===== config.mk =====
export PLATFORM = sky130hd
export DESIGN_NAME = mcrl_top
export DESIGN_NICKNAME = d
export VERILOG_FILES = /design/src/verilog/mcrl_pkg.sv /design/src/verilog/mcrl_top.sv
export VERILOG_INCLUDE_DIRS = /design/src /design/src/verilog
export SDC_FILE = /design/constraint.sdc
export NUM_CORES = 1
export LEC_CHECK = 0
export ABC_AREA = 1
export BUFFER_PORTS_ARGS = -buffer_cell sky130_fd_sc_hd__buf_2
export CORE_ASPECT_RATIO = 1.1
export CORE_MARGIN = 5
export CORE_UTILIZATION = 56
export DETAILED_ROUTE_END_ITERATION = 16
export HOLD_SLACK_MARGIN = 0.1
export PLACE_DENSITY = 0.82
export SYNTH_ARGS = -nofsm -noshare
export SYNTH_HDL_FRONTEND = slang
export SYNTH_SLANG_ARGS = --single-unit
export TNS_END_PERCENT = 20

===== constraint.sdc =====
create_clock -name clock -period 2.2 [get_ports clock]
set_input_delay 0.44 -clock clock [delete_from_list [all_inputs] [get_ports clock]]
set_output_delay 0.44 -clock clock [all_outputs]
set_load 0.01 [all_outputs]

===== src/verilog/mcrl_consts.svh =====
`ifndef MCRL_CONSTS_SVH
`define MCRL_CONSTS_SVH

// Register byte offsets
`define MCRL_OFS_CFG 6'h00
`define MCRL_OFS_HCTL 6'h04
`define MCRL_OFS_EOC_RX 6'h08
`define MCRL_OFS_EOC_TX 6'h0c
`define MCRL_OFS_M4 6'h10
`define MCRL_OFS_STAT 6'h14
`define MCRL_OFS_IRQ 6'h18
`define MCRL_OFS_FUNC 6'h1c

// Host control bits
`define MCRL_HCTL_CUST_EN 0
`define MCRL_HCTL_DEACT_REQ 2
`define MCRL_HCTL_CRC_CORRUPT 3
`define MCRL_HCTL_LOOP_TRANSP 4
`define MCRL_HCTL_M4_TRINAL 5

// Interrupt flag bits
`define MCRL_IRQ_M4 1
`define MCRL_IRQ_EOC 2

// M4 byte bit positions
`define MCRL_M4_ACT 0
`define MCRL_M4_DEA 1
`define MCRL_M4_TRI_MASK 8'h43

// Eoc addresses and message codes
`define MCRL_ADDR_NT1 3'h0
`define MCRL_ADDR_BCAST 3'h7
`define MCRL_MSG_LOOP_2BD 8'h50
`define MCRL_MSG_LOOP_B1 8'h51
`define MCRL_MSG_LOOP_B2 8'h52
`define MCRL_MSG_REQ_CRC 8'h53
`define MCRL_MSG_NOTIFY_CRC 8'h54
`define MCRL_MSG_RETURN 8'hff
`define MCRL_MSG_HOLD 8'h00
`define MCRL_MSG_UTC 8'haa

// Reset values
`define MCRL_RST_CFG 8'h00
`define MCRL_RST_HCTL 8'h00
`define MCRL_RST_M4 8'h00

`endif


===== src/verilog/mcrl_pkg.sv =====
package mcrl_pkg;

    // One eoc frame word: address, data/message flag, message
    typedef struct packed {
        logic [2:0] addr;
        logic dm;
        logic [7:0] msg;
    } mcrl_eoc_type;

    // Functions invoked by the automatic eoc processor
    typedef struct packed {
        logic transp;
        logic crc;
        logic loop_d;
        logic loop_b2;
        logic loop_b1;
    } mcrl_func_type;

    typedef enum logic [1:0] {
        MCRL_EOC_AUTO0 = 2'b00,
        MCRL_EOC_AUTO1 = 2'b01,
        MCRL_EOC_TRINAL = 2'b10,
        MCRL_EOC_EVERY = 2'b11
    } mcrl_eoc_mode_type;

    typedef enum logic [1:0] {
        MCRL_M4_DUAL_VER = 2'b00,
        MCRL_M4_DUAL = 2'b01,
        MCRL_M4_DELTA = 2'b10,
        MCRL_M4_EVERY = 2'b11
    } mcrl_m4_mode_type;

    typedef enum logic [1:0] {
        MCRL_TX_HOST = 2'b00,
        MCRL_TX_ECHO = 2'b01,
        MCRL_TX_HOLD = 2'b10,
        MCRL_TX_UTC = 2'b11
    } mcrl_tx_src_type;

endpackage


===== src/verilog/mcrl_top.sv =====
// Decided for this implementation: register access over Avalon-MM and the placing of the registers.
`timescale 1ns/1ps
`include "mcrl_consts.svh"

module mcrl_top
    import mcrl_pkg::*;
(
    // Clock and reset
    input wire logic clock,
    input wire logic rst_b,
    // Avalon-MM slave
    input wire logic [5:0] address,
    input wire logic read,
    input wire logic write,
    input wire logic [3:0] byteenable,
    input wire logic [31:0] writedata,
    output logic [31:0] readdata,
    output logic waitrequest,
    // Deframer status, same clock domain
    input wire logic nt_mode,
    input wire logic linkup,
    input wire logic sf_sync,
    input wire logic sf_detect,
    // Received maintenance data from the deframer
    input wire logic eoc_frame,
    input wire mcrl_eoc_type eoc_rx,
    input wire logic m4_frame,
    input wire logic [7:0] m4_rx,
    // Toward the framer and timeslot port
    output mcrl_eoc_type eoc_tx,
    output mcrl_func_type loop_ctrl,
    output logic crc_invert,
    output logic customer_transparent,
    output logic deact_response,
    // Event flags
    output logic eoc_load_interrupt,
    output logic m4_change_interrupt
);

    // Host registers
    logic [7:0] maintenance_config_register, host_ctrl, m4_byte_register, m4_init;
    mcrl_eoc_type eoc_message_register, eoc_tx_host;
    // Internal state
    mcrl_eoc_mode_type eoc_mode;
    mcrl_m4_mode_type m4_mode;
    mcrl_tx_src_type tx_src;
    mcrl_eoc_type eoc_last, eoc_echo;
    mcrl_func_type func;
    logic [1:0] tri_cnt, m4_hist;
    logic [7:0] m4_prev, m4_prev2;
    logic sf_sync_q, verified_act, verified_dea;
    // Combinational terms
    logic bus_wr, bus_rd, gate, sync_rise, auto_on, trinal_on;
    logic eoc_same, eoc_qualify, eoc_load, tri_restart, host_eoc_wr, host_m4_wr, m4_load;
    logic [31:0] wr_mask;
    logic [7:0] dual_ok, tri_ok, next_m4;

    // Address that NT answers: NT1 or broadcast
    function automatic logic addr_ok(input logic [2:0] a);
        addr_ok = (a == `MCRL_ADDR_NT1) || (a == `MCRL_ADDR_BCAST);
    endfunction
    // Processor recognises a message code
    function automatic logic msg_known(input logic [7:0] m);
        case (m)
            `MCRL_MSG_LOOP_2BD, `MCRL_MSG_LOOP_B1, `MCRL_MSG_LOOP_B2,
            `MCRL_MSG_REQ_CRC, `MCRL_MSG_NOTIFY_CRC, `MCRL_MSG_RETURN,
            `MCRL_MSG_HOLD: msg_known = 1'b1;
            default: msg_known = 1'b0;
        endcase
    endfunction
    // Bus decode and control terms
    always_comb
    begin
        bus_wr = write && !waitrequest;
        bus_rd = read && !waitrequest;
        wr_mask = {{8{byteenable[3]}}, {8{byteenable[2]}},
                   {8{byteenable[1]}}, {8{byteenable[0]}}};
        gate = linkup && sf_sync;
        sync_rise = sf_sync && !sf_sync_q;
        eoc_mode = mcrl_eoc_mode_type'(maintenance_config_register[7:6]);
        m4_mode = mcrl_m4_mode_type'(maintenance_config_register[5:4]);
        auto_on = !eoc_mode[1] && nt_mode;
        trinal_on = eoc_mode != MCRL_EOC_EVERY;
        host_eoc_wr = bus_wr && address == `MCRL_OFS_EOC_TX;
        host_m4_wr = bus_wr && address == `MCRL_OFS_M4;
        tri_restart = !gate || (!nt_mode && trinal_on && host_eoc_wr);
        eoc_same = tri_cnt != 2'h0 && eoc_rx == eoc_last;
        eoc_qualify = eoc_frame && trinal_on && eoc_same && tri_cnt == 2'h2
                      && !tri_restart;
        eoc_load = sf_detect && (eoc_qualify
                   || (eoc_frame && eoc_mode == MCRL_EOC_EVERY));
    end
    // Waitrequest drops for one cycle per request; a single wait state
    always_ff @(posedge clock or negedge rst_b)
    begin
        if (!rst_b)
            waitrequest <= 1'b1;
        else if ((read || write) && waitrequest)
            waitrequest <= 1'b0;
        else
            waitrequest <= 1'b1;
    end
    // Read data is captured as waitrequest drops; unmapped reads return zero
    always_ff @(posedge clock or negedge rst_b)
    begin
        if (!rst_b)
            readdata <= 32'h0;
        else if (read && waitrequest)
        begin
            case (address)
                `MCRL_OFS_CFG: readdata <= {24'h0, maintenance_config_register};
                `MCRL_OFS_HCTL: readdata <= {24'h0, host_ctrl};
                `MCRL_OFS_EOC_RX: readdata <= {20'h0, eoc_message_register};
                `MCRL_OFS_EOC_TX: readdata <= {20'h0, eoc_tx_host};
                `MCRL_OFS_M4: readdata <= {24'h0, m4_byte_register};
                `MCRL_OFS_STAT: readdata <= {26'h0, nt_mode, sf_sync, linkup,
                                             verified_act, verified_dea, sf_detect};
                `MCRL_OFS_IRQ: readdata <= {29'h0, eoc_load_interrupt,
                                            m4_change_interrupt, 1'b0};
                `MCRL_OFS_FUNC: readdata <= {27'h0, func};
                default: readdata <= 32'h0;
            endcase
        end
    end
    // Configuration and host control registers
    always_ff @(posedge clock or negedge rst_b)
    begin
        if (!rst_b)
        begin
            maintenance_config_register <= `MCRL_RST_CFG;
            host_ctrl <= `MCRL_RST_HCTL;
        end
        else if (bus_wr && address == `MCRL_OFS_CFG)
            maintenance_config_register <= (writedata[7:0] & wr_mask[7:0])
                | (maintenance_config_register & ~wr_mask[7:0]);
        else if (bus_wr && address == `MCRL_OFS_HCTL)
            host_ctrl <= (writedata[7:0] & wr_mask[7:0]) | (host_ctrl & ~wr_mask[7:0]);
    end
    // Host transmit eoc word
    always_ff @(posedge clock or negedge rst_b)
    begin
        if (!rst_b)
            eoc_tx_host <= 12'h0;
        else if (host_eoc_wr)
            eoc_tx_host <= (writedata[11:0] & wr_mask[11:0]) | (eoc_tx_host & ~wr_mask[11:0]);
    end
    // Trinal-check history; count saturates at three identical
    always_ff @(posedge clock or negedge rst_b)
    begin
        if (!rst_b)
        begin
            tri_cnt <= 2'h0;
            eoc_last <= 12'h0;
        end
        else if (tri_restart)
            tri_cnt <= 2'h0;
        else if (eoc_frame)
        begin
            eoc_last <= eoc_rx;
            tri_cnt <= !eoc_same ? 2'h1 : (tri_cnt == 2'h3 ? 2'h3 : tri_cnt + 2'h1);
        end
    end
    // Received eoc register and its event flag; a load beats a clear
    always_ff @(posedge clock or negedge rst_b)
    begin
        if (!rst_b)
            eoc_message_register <= 12'h0;
        else if (eoc_load)
            eoc_message_register <= eoc_rx;
    end

    always_ff @(posedge clock or negedge rst_b)
    begin
        if (!rst_b)
            eoc_load_interrupt <= 1'b0;
        else if (eoc_load)
            eoc_load_interrupt <= 1'b1;
        else if (bus_wr && address == `MCRL_OFS_IRQ && byteenable[0]
                 && writedata[`MCRL_IRQ_EOC])
            eoc_load_interrupt <= 1'b0;
    end
    // Choice of transmitted eoc word in NT
    always_ff @(posedge clock or negedge rst_b)
    begin
        if (!rst_b)
        begin
            tx_src <= MCRL_TX_HOST;
            eoc_echo <= 12'h0;
        end
        else if (host_eoc_wr)
            tx_src <= MCRL_TX_HOST;
        else if (eoc_frame && nt_mode && trinal_on && gate)
        begin
            eoc_echo <= eoc_rx;
            if (!addr_ok(eoc_rx.addr))
                tx_src <= MCRL_TX_HOLD;
            else if (eoc_qualify && auto_on)
                tx_src <= msg_known(eoc_rx.msg) ? MCRL_TX_ECHO : MCRL_TX_UTC;
            else if (eoc_qualify)
                tx_src <= MCRL_TX_HOST;
            else if (!eoc_same || tri_cnt != 2'h3)
                tx_src <= MCRL_TX_ECHO;
        end
    end
    // Registered transmit word; LT and every mode always send the host word
    always_ff @(posedge clock or negedge rst_b)
    begin
        if (!rst_b)
            eoc_tx <= 12'h0;
        else if (!nt_mode || !trinal_on)
            eoc_tx <= eoc_tx_host;
        else
        begin
            unique case (tx_src)
                MCRL_TX_HOST: eoc_tx <= eoc_tx_host;
                MCRL_TX_ECHO: eoc_tx <= eoc_echo;
                MCRL_TX_HOLD: eoc_tx <= {`MCRL_ADDR_NT1, 1'b1, `MCRL_MSG_HOLD};
                MCRL_TX_UTC: eoc_tx <= {`MCRL_ADDR_NT1, 1'b1, `MCRL_MSG_UTC};
            endcase
        end
    end
    // Automatic processor actions on each qualified, addressed message
    always_ff @(posedge clock or negedge rst_b)
    begin
        if (!rst_b)
            func <= 5'h0;
        else if (!auto_on)
            func <= 5'h0;
        else if (eoc_qualify && addr_ok(eoc_rx.addr))
        begin
            case (eoc_rx.msg)
                `MCRL_MSG_LOOP_2BD: func <= {host_ctrl[`MCRL_HCTL_LOOP_TRANSP],
                                            func.crc, 3'h7};
                `MCRL_MSG_LOOP_B1: func <= {1'b1, func.crc, func.loop_d,
                                           func.loop_b2, 1'b1};
                `MCRL_MSG_LOOP_B2: func <= {1'b1, func.crc, func.loop_d,
                                           1'b1, func.loop_b1};
                `MCRL_MSG_REQ_CRC: func.crc <= 1'b1;
                `MCRL_MSG_RETURN: func <= 5'h0;
                default: func <= func;
            endcase
        end
    end
    // Framer-facing controls, registered
    always_ff @(posedge clock or negedge rst_b)
    begin
        if (!rst_b)
        begin
            loop_ctrl <= 5'h0;
            crc_invert <= 1'b0;
            customer_transparent <= 1'b0;
            deact_response <= 1'b0;
        end
        else
        begin
            loop_ctrl <= func;
            crc_invert <= func.crc || host_ctrl[`MCRL_HCTL_CRC_CORRUPT];
            customer_transparent <= host_ctrl[`MCRL_HCTL_CUST_EN]
                || (m4_mode == MCRL_M4_DUAL_VER && verified_act);
            deact_response <= host_ctrl[`MCRL_HCTL_DEACT_REQ]
                || (m4_mode == MCRL_M4_DUAL_VER && verified_dea);
        end
    end

    // M4 history; restarts whenever the link is not up and synced
    always_ff @(posedge clock or negedge rst_b)
    begin
        if (!rst_b)
        begin
            m4_hist <= 2'h0;
            m4_prev <= 8'h0;
            m4_prev2 <= 8'h0;
            sf_sync_q <= 1'b0;
        end
        else
        begin
            sf_sync_q <= sf_sync;
            if (!gate)
                m4_hist <= 2'h0;
            else if (m4_frame)
            begin
                m4_hist <= (m4_hist == 2'h2) ? 2'h2 : m4_hist + 2'h1;
                m4_prev <= m4_rx;
                m4_prev2 <= m4_prev;
            end
        end
    end

    // Per-bit qualification of the M4 byte
    generate
        for (genvar i = 0; i < 8; i++)
        begin : g_m4bit
            always_comb
            begin
                dual_ok[i] = m4_hist != 2'h0 && m4_rx[i] == m4_prev[i];
                tri_ok[i] = m4_hist == 2'h2 && dual_ok[i] && m4_prev[i] == m4_prev2[i];
                if (host_ctrl[`MCRL_HCTL_M4_TRINAL] && ((`MCRL_M4_TRI_MASK >> i) & 8'h01) != 8'h0)
                    next_m4[i] = tri_ok[i] ? m4_rx[i] : m4_byte_register[i];
                else if (!m4_mode[1])
                    next_m4[i] = dual_ok[i] ? m4_rx[i] : m4_byte_register[i];
                else
                    next_m4[i] = m4_rx[i];
            end
        end
    endgenerate

    assign m4_load = m4_frame && gate
        && (m4_mode == MCRL_M4_EVERY || next_m4 != m4_byte_register);

    // M4 byte register with host preset and reload on sync regain
    always_ff @(posedge clock or negedge rst_b)
    begin
        if (!rst_b)
        begin
            m4_byte_register <= `MCRL_RST_M4;
            m4_init <= `MCRL_RST_M4;
        end
        else if (host_m4_wr && !gate && byteenable[0])
        begin
            m4_byte_register <= writedata[7:0];
            m4_init <= writedata[7:0];
        end
        else if (sync_rise)
            m4_byte_register <= m4_init;
        else if (m4_load)
            m4_byte_register <= next_m4;
    end

    // M4 change flag; a new event beats a clear
    always_ff @(posedge clock or negedge rst_b)
    begin
        if (!rst_b)
            m4_change_interrupt <= 1'b0;
        else if (m4_load && !sync_rise)
            m4_change_interrupt <= 1'b1;
        else if (bus_wr && address == `MCRL_OFS_IRQ && byteenable[0]
                 && writedata[`MCRL_IRQ_M4])
            m4_change_interrupt <= 1'b0;
    end

    // Verified act and dea, mode 00 only
    always_ff @(posedge clock or negedge rst_b)
    begin
        if (!rst_b)
        begin
            verified_act <= 1'b0;
            verified_dea <= 1'b0;
        end
        else if (sync_rise)
        begin
            verified_act <= 1'b0;
            verified_dea <= 1'b0;
        end
        else if (m4_frame && gate && m4_mode == MCRL_M4_DUAL_VER)
        begin
            if (host_ctrl[`MCRL_HCTL_M4_TRINAL] ? tri_ok[`MCRL_M4_ACT] : dual_ok[`MCRL_M4_ACT])
                verified_act <= m4_rx[`MCRL_M4_ACT];
            if (nt_mode && (host_ctrl[`MCRL_HCTL_M4_TRINAL] ? tri_ok[`MCRL_M4_DEA]
                                                             : dual_ok[`MCRL_M4_DEA]))
                verified_dea <= !m4_rx[`MCRL_M4_DEA];
        end
    end
endmodule


### After elaboration in Yosys (flattened, before gate mapping)

Cells that the tools add are included.

| storage, ports and cells | value |
|---|---|
| register bits after elaboration | 164 |
| input bits | 72 |
| output and inout bits | 55 |
| logic and storage cells | 271 |

| operators by class | value |
|---|---|
| add/sub/neg operators | 2 |
| equal/unequal tests | 47 |
| muxes and demuxes | 65 |
| bitwise operators | 13 |
| reductions and logical operators | 100 |

Operator list:

| kind | number |
|---|---|
| 12-bit one-hot mux with 8 select lines | 1 |
| 1-bit logical AND | 51 |
| 12-bit one-hot mux with 4 select lines | 1 |
| 8-bit by 7-bit equality test with 1-bit output (second input constant) | 5 |
| 1-bit two-way mux | 40 |
| 2-bit two-way mux | 14 |
| 12-bit bitwise AND | 2 |
| 8-bit bitwise AND | 3 |
| 6-bit by 5-bit equality test with 1-bit output (second input constant) | 4 |
| 8-bit two-way mux | 3 |
| 2-bit AND reduction | 9 |
| 2-bit nonzero test | 9 |
| 8-bit bitwise OR | 2 |
| 2-bit equality test (second input constant) | 7 |
| 12-bit equality test | 1 |
| 6-bit by 4-bit equality test with 1-bit output (second input constant) | 2 |
| 12-bit two-way mux | 1 |
| 12-bit inverter | 1 |
| 12-bit bitwise OR | 1 |
| 3-bit one-hot mux with 4 select lines | 1 |
| 1-bit equality test | 11 |
| 1-bit logical NOT | 10 |
| 1-bit logical OR | 10 |
| 5-bit two-way mux | 2 |
| other kinds (25) | 36 |

### Depth between registers and ports, before layout

Gate-level depths: netlist (run 1).

| logic depth | value |
|---|---|
| word-level depth | 17 |
| gate-level depth with buffers | 17 |
| depth with buffers taken out | 16 |

### Worst setup path before layout (run 1)

Ideal clock, no wire load.

| timing | value |
|---|---|
| path type | reg2reg |
| start point | register m4_hist[0] |
| end point | register m4_byte_register[6] |
| library setup time | 0.117 ns |
| arrival | 1.685 ns |
| required time | 2.083 ns |
| path slack | 0.398 ns |
| stages on the path, launching flop included | 17 |
| buffers on the path | 1 |
| clock period less this slack | 1.802 ns |
| cells stage by stage | dfrtp_1 > inv_1 > ha_1 > buf_2 > inv_2 > nand2_1 > nand2_1 > nand2_1 > nand2_1 > a21oi_1 > nand3_1 > nor2_1 > nand3_1 > nand2_2 > nand2_4 > nand2_1 > nand2_1 |

| on the way | value |
|---|---|
| cells in the longest elaborated chain, start to end | 10 |
| elaborated cells between the ends (all ways) | 45 |
| those cells by class | eq/ne: 2; mux: 25; reduce/logical: 18 |

Ends and longest elaborated chain:

| element | RTL line | RTL |
|---|---|---|
| start: declaration | mcrl_top.sv:49 | `logic [1:0] tri_cnt, m4_hist;` |
| start signal: assignment | mcrl_top.sv:282 | `m4_hist <= (m4_hist == 2'h2) ? 2'h2 : m4_hist + 2'h1;` |
| 2-bit nonzero test | mcrl_top.sv:295 | `dual_ok[i] = m4_hist != 2'h0 && m4_rx[i] == m4_prev[i];` |
| 1-bit logical AND | mcrl_top.sv:295 |  |
| 1-bit logical AND (2 in series) | mcrl_top.sv:296 | `tri_ok[i] = m4_hist == 2'h2 && dual_ok[i] && m4_prev[i] == m4_prev2[i];` |
| 1-bit two-way mux | mcrl_top.sv:298 | `next_m4[i] = tri_ok[i] ? m4_rx[i] : m4_byte_register[i];` |
| 1-bit two-way mux | mcrl_top.sv:297 | `` if (host_ctrl[`MCRL_HCTL_M4_TRINAL] && ((`MCRL_M4_TRI_MASK >> i) & 8'h01) != 8'h0) `` |
| 8-bit != test | mcrl_top.sv:308 | `&& (m4_mode == MCRL_M4_EVERY \|\| next_m4 != m4_byte_register);` |
| 1-bit logical OR | mcrl_top.sv:308 |  |
| 1-bit logical AND | mcrl_top.sv:308 |  |
| 3-bit nonzero test (no line) | - |  |
| end signal: assignment | mcrl_top.sv:315 | `` m4_byte_register <= `MCRL_RST_M4; `` |
| end signal: assignment | mcrl_top.sv:320 | `m4_byte_register <= writedata[7:0];` |
| end signal: assignment | mcrl_top.sv:324 | `m4_byte_register <= m4_init;` |
| end: declaration | mcrl_top.sv:41 | `logic [7:0] maintenance_config_register, host_ctrl, m4_byte_register, m4_init;` |

Several ways; a longest one is shown, not always the timed one. The select of a mux whose other input is x is not followed.
A chain may end at the register's enable or synchronous reset.

### Worst setup path in the final report (run 1)

| timing | value |
|---|---|
| start point | register m4_hist[0] |
| end point | register m4_byte_register[0] |

The elaborated chain is that of the path after synthesis.

==> results of run 1 <==
[metrics by stage]
step / utilization (%) / total power [W] / instance area, um^2 / TNS (ns) / hold WS [ns]
floorplan: - / 0.00372 / 7100 / 0 / 0.144
global placement: 61.4 / 0.00409 / 7660 / 0 / 0.425
detailed placement: 61.4 / 0.00414 / 7660 / 0 / 0.427
CTS: 66.4 / 0.00714 / 8290 / 0 / 0.172
global route: 66.6 / 0.00746 / 8310 / -0.00918 / 0.183
finish: 66.6 / 0.00714 / 8310 / 0 / 0.181
[power breakdown]
group	internal, W	leakage [nW]	switching (W)
clock	0.00190	0.289	0.00112
combinational	0.000383	2.22	0.000664
sequential	0.00286	1.79	0.000221
[layout make-up]
cell class	instances	area, um^2	area share, %
sequential	140	3500	42.2
clock inverter	14	194	2.33
clock buffer	18	429	5.16
multi-input combinational	604	2940	35.3
tap	157	196	2.36
timing repair buffer	109	642	7.72
inverter	109	409	4.92
[Yosys cell counts]
library cell,instances
nand3_4,2
nand2_2,3
inv_1,101
nor2_4,5
nand3_2,1
o211ai_1,3
a221oi_1,2
xor2_1,4
a31oi_1,1
a22oi_1,10
nor4_1,1
nor2_1,48
dfrtp_1,139
mux2_2,3
o22ai_1,13
nand3_1,57
ha_1,3
xnor2_1,1
o31ai_1,1
buf_6,3
nand3b_1,1
nor2_2,3
o2111ai_1,2
dfstp_2,1
nor3_1,11
clkbuf_1,11
or2_2,2
nand2_4,2
a22o_1,2
o32a_1,1
o21ai_0,109
o21bai_1,9
nand2_1,251
inv_2,8
nor3_2,1
o21ai_4,1
buf_4,21
a211oi_1,1
a21oi_1,16
nand4_1,5
o21ai_1,7
buf_2,7
nor3_4,1
conb_1,1
nor4_2,1
[repair_timing]
item / CTS / global route
hold endpoints to repair: 51 / 0
endpoints found under the setup margin: 0 / 9
resized for setup: 0 / 3
setup buffers: 0 / 0
hold buffers: 1 / 0
[metal layers]
layer  global-route usage (%)  routed length [um]  up-vias
li1                         -                   -     3026
met1                     36.0                7610     2993
met2                     39.0                8590      292
met3                     5.26                1470       47
met4                     11.5                 671        0
met5                        0                   0        -
[cell families after synthesis]
logic type | count (synthesis) | share of synthesized area [%]
flip-flops | 140 | 49.9
buffers and inverters | 151 | 9.63
multiplexers | 3 | 0.481
XOR/XNOR | 5 | 0.623
adder cells (fa/ha/maj) | 3 | 0.534
AND/OR/NAND/NOR | 395 | 24.5
AO/OA/AOI/OAI | 178 | 14.3
other | 1 | 0.0534
[worst reg2reg max path: cells and delay by family (launching register included)]
kind / cells / cell delay, ns
flops: 1 / 0.35
compound gates: 2 / 0.25
simple gates: 9 / 0.81
fa+ha+maj: 1 / 0.19
buf+inv: 2 / 0.29
[worst min path at each step]
stage / from / endpoint / slack, ns / cells after the start
floorplan: rst_b / asynchronous set/reset pin / 0.14 / 0
global placement: rst_b / readdata[10]$_DFFE_PN0P_ / 0.42 / 1
detailed placement: rst_b / readdata[9]$_DFFE_PN0P_ / 0.43 / 1
CTS: read / waitrequest$_DFF_PN1_ / 0.17 / 2
global route: read / waitrequest$_DFF_PN1_ / 0.18 / 2
finish: read / waitrequest$_DFF_PN1_ / 0.18 / 2
==> summary.md, run 1 <==
| Metric | Value |
|---|---|
| Root buffer cell | `clkbuf_16` |
| Minimum clock period | `1.98 ns` |
| Clk slew on worst S/H paths | `0.06 ns` |
| Critical Path RT | `2.52 ns` |
| Most frequent cells in the layout | `251 x nand2_1, 139 x dfrtp_1, 109 x o21ai_0` |
| CP Depth | `14` |
| ANT nets after route | `0` |
| Later-pin clock latency in the skew report | `0.42 ns` |
| Pwr dens | `859 nW/um^2` |
| H-tree lvl count | `4` |
| Setup crit start kind | `flip-flop` |
| Clk_skew | `0.00793 ns` |
| RePlAce Congestion | `0.941` |
| Non-filler cells in the finished layout | `1151` |
| Max-slew violation count | `0` |
| Top Ports | `127` |
| Initial antenna violation count | `0` |
| Pin count of the biggest net entering global routing | `56` |
| CORE AREA | `12500 um^2` |
| Slew @ Worst Pin | `0.570 ns` |
| Reg2Reg Depth | `14` |
| Worst setup path startpoint | `m4_hist[0]$_DFFE_PN0P_` |
| Worst Hold Class | `in2reg` |
| First-pass GRT wire length | `29.8 mm` |
| Worst setup EP type | `flip-flop` |
| Reg2Reg Capture Point | `m4_byte_register[0]$_DFFE_PN0P_` |
| Placed cell count | `1118` |
| R2R Path Start | `m4_hist[0]$_DFFE_PN0P_` |
| Slowest stage delay, CP | `0.35 ns` |
| DRT Wirelength | `18.3 mm` |
| CP most frequent cell | `nand2_1` |
| Via-to-Cell Ratio | `5.52` |
| Initial drt markers | `502` |
| Kind of critical path | `reg2reg` |
| Die ar. | `14900 um^2` |
| Dpl ws | `0.163 ns` |
| Longest Clk Path Bufs | `2` |
| Grt ovf | `0` |
| Cell variety after synth | `45` |
| Final hold violations | `0` |
| Cell count after synthesis | `876` |
| CTS sink count | `140` |
| Slew margin rel. | `61.9%` |
| Worst Setup EP | `m4_byte_register[0]$_DFFE_PN0P_` |
| Status | `finished clean` |
| Avg Synthesized Cell Area | `8.02 um^2` |
| Yosys top cell area share | `49.5%` |
| Max_cap viols | `0` |
| Final worst setup slack | `0.217 ns` |
| Commonest non-fill, non-tap cell in the layout | `nand2_1` |
| DRC | `0` |
| Die Y | `127 um` |
| Initial Util | `56.3%` |
| GRT Total Usage | `25.8%` |
| Layout cells sized above 1 | `17.5%` |
| Critical path fanouts, max | `8` |
| WP data arrival | `2.30 ns` |
| Pre-antenna DRT Iters | `7` |
| HPWL Detailed | `13.7 mm` |
| Die width | `117 um` |
| CP delay by family, top | `simple AND/OR/NAND/NOR gates` |
| Slowest cell on crit path | `dfrtp_1` |
| Largest cells by area after synthesis | `dfrtp_1 49%, nand2_1 13%, o21ai_0 7.8%` |
| Worst vdd ir | `0.000630 V` |
| Cell taking the most area after synthesis | `dfrtp_1` |
| Area grow syn2layout | `18.2%` |
| Port-buffer cells | `84` |
| Setup violations, final | `0` |
| R2R setup slack | `0.22 ns` |
| Fill cells | `1029` |
| CTS Buf Count | `17` |
| Syn Std Cell Area | `7030 um^2` |
| Nets | `1056` |
| Crit path cell chain | `inv_1, ha_4, buf_4, o21ai_0, nand2_1, nor2_1, a21oi_1, nand3_1, nor2_1, nand3_1, nand2_4, nand2_4, nand2_1, nand2_1` |
| Synth Warn # | `0` |
| CTS tree | `built` |
| Sequential fraction of the synthesis area | `49.9%` |
| Lkg Pwr | `4.29 nW` |
| Number of global-route vias before repair | `5928` |
| Period utilization | `90.1%` |
| Ant diodes | `0` |
| Rows | `43` |
| Via count | `6358` |
| Drt wl/cell | `15.9 um` |
| FMAX | `504 MHz` |
| Number of synthesized register bits | `140` |
| WP buf/inv | `2` |
Power figures use the tool's default switching activity.
==> run 2: changes to the inputs <==
- CORE_UTILIZATION: 56 -> 30
- PLACE_DENSITY: 0.82 -> 0.5
- SLEW_MARGIN: not set -> 15
==> run 2 against run 1 <==
  * Register-to-register slack improved by 0.02 ns
  * Via count decreased by 6.2%
  * Wire length increased by 11%
  * Worst setup slack improved by 0.020 ns
  * Flip-flop and latch count unchanged
  * Core utilization decreased by 29 points
  * Die area increased by 79%
  * Critical path type unchanged
  * Clock skew increased by 0.0053 ns
  * Design area increased by 3.1%
==> summary.md, run 2 (synthesis results as in run 1) <==
| Metric | Value |
|---|---|
| Most frequent cells in the layout | `251 x nand2_1, 139 x dfrtp_1, 108 x o21ai_0` |
| Max-slew violation count | `0` |
| DRC | `0` |
| Pre-antenna DRT Iters | `5` |
| CORE AREA | `23000 um^2` |
| Critical path fanouts, max | `8` |
| Clock network power share | `42.8%` |
| Longest Clk Path Bufs | `2` |
| Period utilization | `89.2%` |
| Pin count of the biggest net entering global routing | `48` |
| H-tree lvl count | `4` |
| Internal cell power | `0.00518 W` |
| Final hold slack | `0.181 ns` |
| ANT nets after route | `0` |
| Top Ports | `127` |
| Switching pwr | `0.00206 W` |
| GRT Total Usage | `15.7%` |
| Lkg Pwr | `4.35 nW` |
| RePlAce Congestion | `0.869` |
| Pwr dens | `845 nW/um^2` |
| Fill cells | `2390` |
| First-pass GRT wire length | `32.3 mm` |
| Placed cell count | `1268` |
| Setup crit start kind | `flip-flop` |
| Setup violations, final | `0` |
| Via-to-Cell Ratio | `4.58` |
| Sequential cell area | `3500 um^2` |
| HPWL Detailed | `15.7 mm` |
| Drt wl/cell | `15.6 um` |
| Critical Path RT | `2.56 ns` |
| Area grow syn2layout | `21.9%` |
| FMAX | `509 MHz` |
| Die ar. | `26600 um^2` |
| Non-filler cells in the finished layout | `1303` |
| CTS sink count | `140` |
| Sw Ratio | `28.4%` |
| Initial drt markers | `343` |
| Worst Hold Class | `in2reg` |
| Final hold violations | `0` |
| Max_cap viols | `0` |
| Layout cells sized above 1 | `18.5%` |
| Clk slew on worst S/H paths | `0.06 ns` |
| Root buffer cell | `clkbuf_16` |
| Later-pin clock latency in the skew report | `0.42 ns` |
| CTS tree | `built` |
| Rows | `58` |
| Area of the multi-input gates | `2940 um^2` |
| Initial antenna violation count | `1` |
| Number of global-route vias before repair | `5765` |
| Grt ovf | `0` |
| Port-buffer cells | `84` |
| Worst setup EP type | `flip-flop` |
| Status | `finished clean` |
| Worst vdd ir | `0.000446 V` |
| Pwr Total | `0.00723 W` |
| Minimum clock period | `1.96 ns` |
| Combinational power share | `14.7%` |
| Via count | `5965` |
| Slew margin rel. | `62.7%` |
| DRT Wirelength | `20.4 mm` |
| Die width | `156 um` |
| Flop pwr share | `42.5%` |
| Commonest non-fill, non-tap cell in the layout | `nand2_1` |
| Die Y | `171 um` |
| Slew @ Worst Pin | `0.558 ns` |
| Clk_skew | `0.0132 ns` |
| Kind of critical path | `reg2reg` |
| Nets | `1065` |
| WP data arrival | `2.32 ns` |
| Initial Util | `30.6%` |
| Ant diodes | `0` |
| CTS Buf Count | `17` |
## run 2: cell type report
class                           count  area share [%]
Clock inverter                     13            2.21
Multi-Input combinational cell    605            34.3
Clock buffer                       19            5.17
Timing Repair Buffer              117            8.24
Inverter                          109            4.78
Tap cell                          300            4.38
Sequential cell                   140            40.9
## run 2: path summary, 6_finish.rpt
path	cells past startpoint	slack, ns	start	endpoint
setup / recovery	14	0.24	m4_hist[1]$_DFFE_PN0P_	m4_byte_register[0]$_DFFE_PN0P_
hold / removal	2	0.18	read	waitrequest$_DFF_PN1_
setup reg to reg	14	0.24	m4_hist[1]$_DFFE_PN0P_	m4_byte_register[0]$_DFFE_PN0P_
hold reg to reg	2	0.47	eoc_message_register[11]$_DFFE_PN0P_	eoc_message_register[11]$_DFFE_PN0P_
max in group asynchronous	3	1.05	rst_b	waitrequest$_DFF_PN1_
min in group asynchronous	2	0.50	rst_b	eoc_last[8]$_DFFE_PN0P_
## run 2: timing repair
action	4_1_cts	5_1_grt
hold buffers	1	0
endpoints found under the setup margin	0	9
endpoints found under the hold margin	38	0
setup buffers	0	1
resized for setup	0	7
## run 2: metal layers
layer,vias up,GRT usage [%],share of wire (%)
met4,2,4.11,1.2
met3,15,3.11,4.5
met5,-,0,0.064
met2,137,24.5,46
met1,2767,22.3,48
li1,3044,-,-
## run 2: through the flow
step / instance area, um^2 / util [%] / setup TNS [ns] / setup WS, ns
2_1_floorplan: 7100 / - / 0 / 0.398
3_3_place_gp: 7890 / 34.3 / 0 / 0.118
3_5_place_dp: 7890 / 34.3 / 0 / 0.117
4_1_cts: 8530 / 37.1 / 0 / 0.0895
5_1_grt: 8570 / 37.2 / -0.00765 / -0.00765
6_report: 8570 / 37.2 / 0 / 0.237
## run 2: power groups by stage
stage          registers, W  clock network [W]  logic (W)
6_report            0.00308            0.00309    0.00106
5_1_grt             0.00312            0.00327    0.00123
4_1_cts             0.00308            0.00315    0.00106
3_5_place_dp        0.00312                  0    0.00105
3_3_place_gp        0.00312                  0    0.00104
2_1_floorplan       0.00306                  0   0.000661
## run 2: critical path: stages (launching register included)
cell and delay (ns):
dfrtp_1 0.38, inv_1 0.09, ha_2 0.21, buf_6 0.13, o21ai_0 0.12, nand2_1 0.08, nor2_1 0.04, nor2_1 0.11
nand3_1 0.10, nor2_2 0.13, nand3_2 0.12, nand2_4 0.13, buf_4 0.12, nand3_1 0.06, nand2_1 0.08
==> run 3: changes to the inputs <==
- ABC_AREA: 1 -> not set
==> run 3 against run 2 <==
  * The run now ends with setup timing left
  * Wire length up 13%
  * Combinational power up 38%
  * Clock power down 2%
  * Largest cell class is now multi-input combinational cells
  * Hold slack better by 0.031 ns
  * Sequential share of layout area down 4.6 points
  * Flip-flop and latch count unchanged
  * Cell count down 6.2%
  * Core utilization up 3.5 points
  * Power up 3.6%
  * Via count up 2.2%
  * Clock-buffer cell count unchanged
  * Clock skew down 0.0068 ns
==> summary.md, run 3 <==
| Metric | Value |
|---|---|
| ANT nets after route | `0` |
| Minimum clock period | `2.54 ns` |
| Setup crit start kind | `flip-flop` |
| Worst setup EP type | `flip-flop` |
| Critical Path RT | `2.50 ns` |
| Status | `finished with violations` |
| Worst Hold Class | `in2reg` |
| Synth top cells by count | `139 x dfrtp_1, 110 x nand2_1, 52 x mux2_2` |
| Via-to-Cell Ratio | `4.99` |
| Switching pwr | `0.00214 W` |
| FMAX | `393 MHz` |
| Final worst setup slack | `-0.343 ns` |
| RSZ-0062 raised after global routing | `yes` |
| Sw Ratio | `28.5%` |
| Initial Util | `30.6%` |
| Root buffer cell | `clkbuf_16` |
| Final hold violations | `0` |
| Largest cells by area after synthesis | `dfrtp_1 48%, mux2_2 8.1%, nand2_1 5.7%` |
| Cell count after synthesis | `724` |
| Pwr dens | `776 nW/um^2` |
| Ys flop type | `dfrtp_1` |
| Commonest non-fill, non-tap cell in the layout | `dfrtp_1` |
| Placed Area | `8940 um^2` |
| WP data arrival | `2.84 ns` |
| Via count | `6096` |
| Combinational power share | `19.5%` |
| Clk slew on worst S/H paths | `0.06 ns` |
| Lkg Pwr | `4.55 nW` |
| First-pass GRT wire length | `35.9 mm` |
| Layout cells sized above 1 | `35.9%` |
| Drt wl/cell | `18.8 um` |
| Later-pin clock latency in the skew report | `0.42 ns` |
| Pin count of the biggest net entering global routing | `53` |
| Top Ports | `127` |
| EDFF count, synth | `0` |
| Setup violations, final | `9` |
| Kind of critical path | `reg2reg` |
| Die ar. | `27400 um^2` |
| Most common cell in the netlist | `dfrtp_1` |
| Die Y | `173 um` |
| Slew @ Worst Pin | `0.558 ns` |
| Flop pwr share | `40.2%` |
| Ant diodes | `0` |
| Slew margin rel. | `62.8%` |
| Rows | `59` |
| Avg Synthesized Cell Area | `10.0 um^2` |
| CORE AREA | `23700 um^2` |
| Port-buffer cells | `84` |
| Most frequent cells in the layout | `137 x dfrtp_1, 109 x nand2_1, 106 x buf_4` |
| Clock network power share | `40.3%` |
| Grt ovf | `0` |
| HPWL Detailed | `17.2 mm` |
| Yosys top cell area share | `48.0%` |
| Cell variety after synth | `63` |
| Internal cell power | `0.00536 W` |
| Synth Warn # | `0` |
| CTS Buf Count | `17` |
| Max_cap viols | `0` |
| Critical path fanouts, max | `5` |
| CTS sink count | `140` |
| Initial antenna violation count | `0` |
| Period utilization | `116%` |
| Setup repair bufs after CTS | `0` |
| Die width | `158 um` |
| Failing checks | `setup timing` |
| RePlAce Congestion | `0.841` |
| Pre-antenna DRT Iters | `4` |
| Finished layout cell area | `9660 um^2` |
| GRT Total Usage | `17.1%` |
| Number of synthesized register bits | `140` |
| Asr flop ratio synth | `100%` |
| DRT Wirelength | `22.9 mm` |
| Number of global-route vias before repair | `6196` |
| Nets | `979` |
| Cell taking the most area after synthesis | `dfrtp_1` |
| H-tree lvl count | `4` |
| Sequential fraction of the synthesis area | `48.4%` |
| Syn Std Cell Area | `7240 um^2` |
| Max-slew violation count | `0` |
| CTS tree | `built` |
| Initial drt markers | `408` |
| Longest Clk Path Bufs | `2` |
| Dpl ws | `-0.424 ns` |
| Area grow syn2layout | `33.4%` |
| Worst vdd ir | `0.000516 V` |
| Clk_skew | `0.00643 ns` |
| DRC | `0` |
[run 3: cell count changes in the layout (fill, tap and decap cells not counted), moves of 9 or more]
cell and change:
a31oi_1 +9, mux2_4 +11, o21ai_0 -61, nand3_1 -39, mux2i_1 +13, o22ai_1 -9
nand2b_1 +11, buf_4 +77, mux2_2 +44, o21bai_1 -9, xnor2_1 +11, inv_1 -91
nor2b_1 +13, nand2_1 -142
[run 3: cells by family after synthesis]
family | share of synthesized area [%]
and+or+nand+nor | 17.2
AOI/OAI and AO/OA | 12.6
DFF | 48.4
muxes | 13.8
buffers and inverters | 5.03
xor gates and xnor gates | 2.42
adders and majority gates | 0.518
other | 0.0518
[run 3: repair_timing]
| action | in CTS | in global routing |
|---|---|---|
| setup endpoints to repair | 12 | 22 |
| resized for setup | 9 | 14 |
| hold buffers | 1 | 0 |
| pin swaps | 1 | 6 |
| cloned | 0 | 1 |
| endpoints found under the hold margin | 49 | 0 |
[run 3: critical path, stage by stage (launching register included)]
cell and delay [ns]:
dfrtp_2 0.45, or3b_1 0.19, a21oi_2 0.05, or3_4 0.38, a221o_1 0.35, or4_4 0.46, buf_8 0.17, a2111oi_4 0.30
nor3_2 0.07
[run 3: final cells by class]
| cell class | instances | area [um^2] |
|---|---|---|
| clock inverter | 13 | 164 |
| timing repair buffer | 202 | 1430 |
| tap | 305 | 382 |
| sequential | 140 | 3510 |
| multi-input combinational | 531 | 3690 |
| clock buffer | 19 | 443 |
| fill | 2328 | 14000 |
| inverter | 12 | 45.0 |
[run 3: worst paths after layout]
check,startpoint,end,slack (ns),cells after the start
setup reg to reg,m4_byte_register[0]$_DFFE_PN0P_,m4_byte_register[4]$_DFFE_PN0P_,-0.34,8
hold / removal,read,waitrequest$_DFF_PN1_,0.21,2
setup / recovery,m4_byte_register[0]$_DFFE_PN0P_,m4_byte_register[4]$_DFFE_PN0P_,-0.34,8
hold reg to reg,func[0]$_DFFE_PN0P_,loop_ctrl[0]$_DFF_PN0_,0.45,0
max in group asynchronous,rst_b,waitrequest$_DFF_PN1_,1.00,3
min in group asynchronous,rst_b,m4_prev2[6]$_DFFE_PN0P_,0.54,2
[run 3: routing by layer]
metal  up-vias  part of all wire, %  track usage [%]
met5         -                    0                0
met4         0                  2.3             5.33
met3        26                  4.0             3.52
met2       142                   50             27.9
met1      3008                   44             22.5
li1       2920                    -                -
[run 3: power groups by stage]
stage                     combinational [W]  clock (W)  sequential [W]
final                               0.00146    0.00302         0.00302
after detailed placement            0.00141          0         0.00305
after floorplan                    0.000771          0         0.00303
after global placement              0.00140          0         0.00305
after CTS                           0.00143    0.00309         0.00301
after global routing                0.00160    0.00320         0.00305
[run 3: per-stage QoR]
stage	total power (W)	setup TNS, ns	hold WS (ns)	utilization, %	instances
floorplan	0.00380	-8.21	0.144	-	743
global placement	0.00445	-16.99	0.435	37.7	1188
detailed placement	0.00446	-16.16	0.438	37.7	1188
CTS	0.00753	-2.31	0.195	40.5	1221
global route	0.00785	-3.34	0.206	40.8	1222
finish	0.00750	-2.56	0.212	40.8	1222
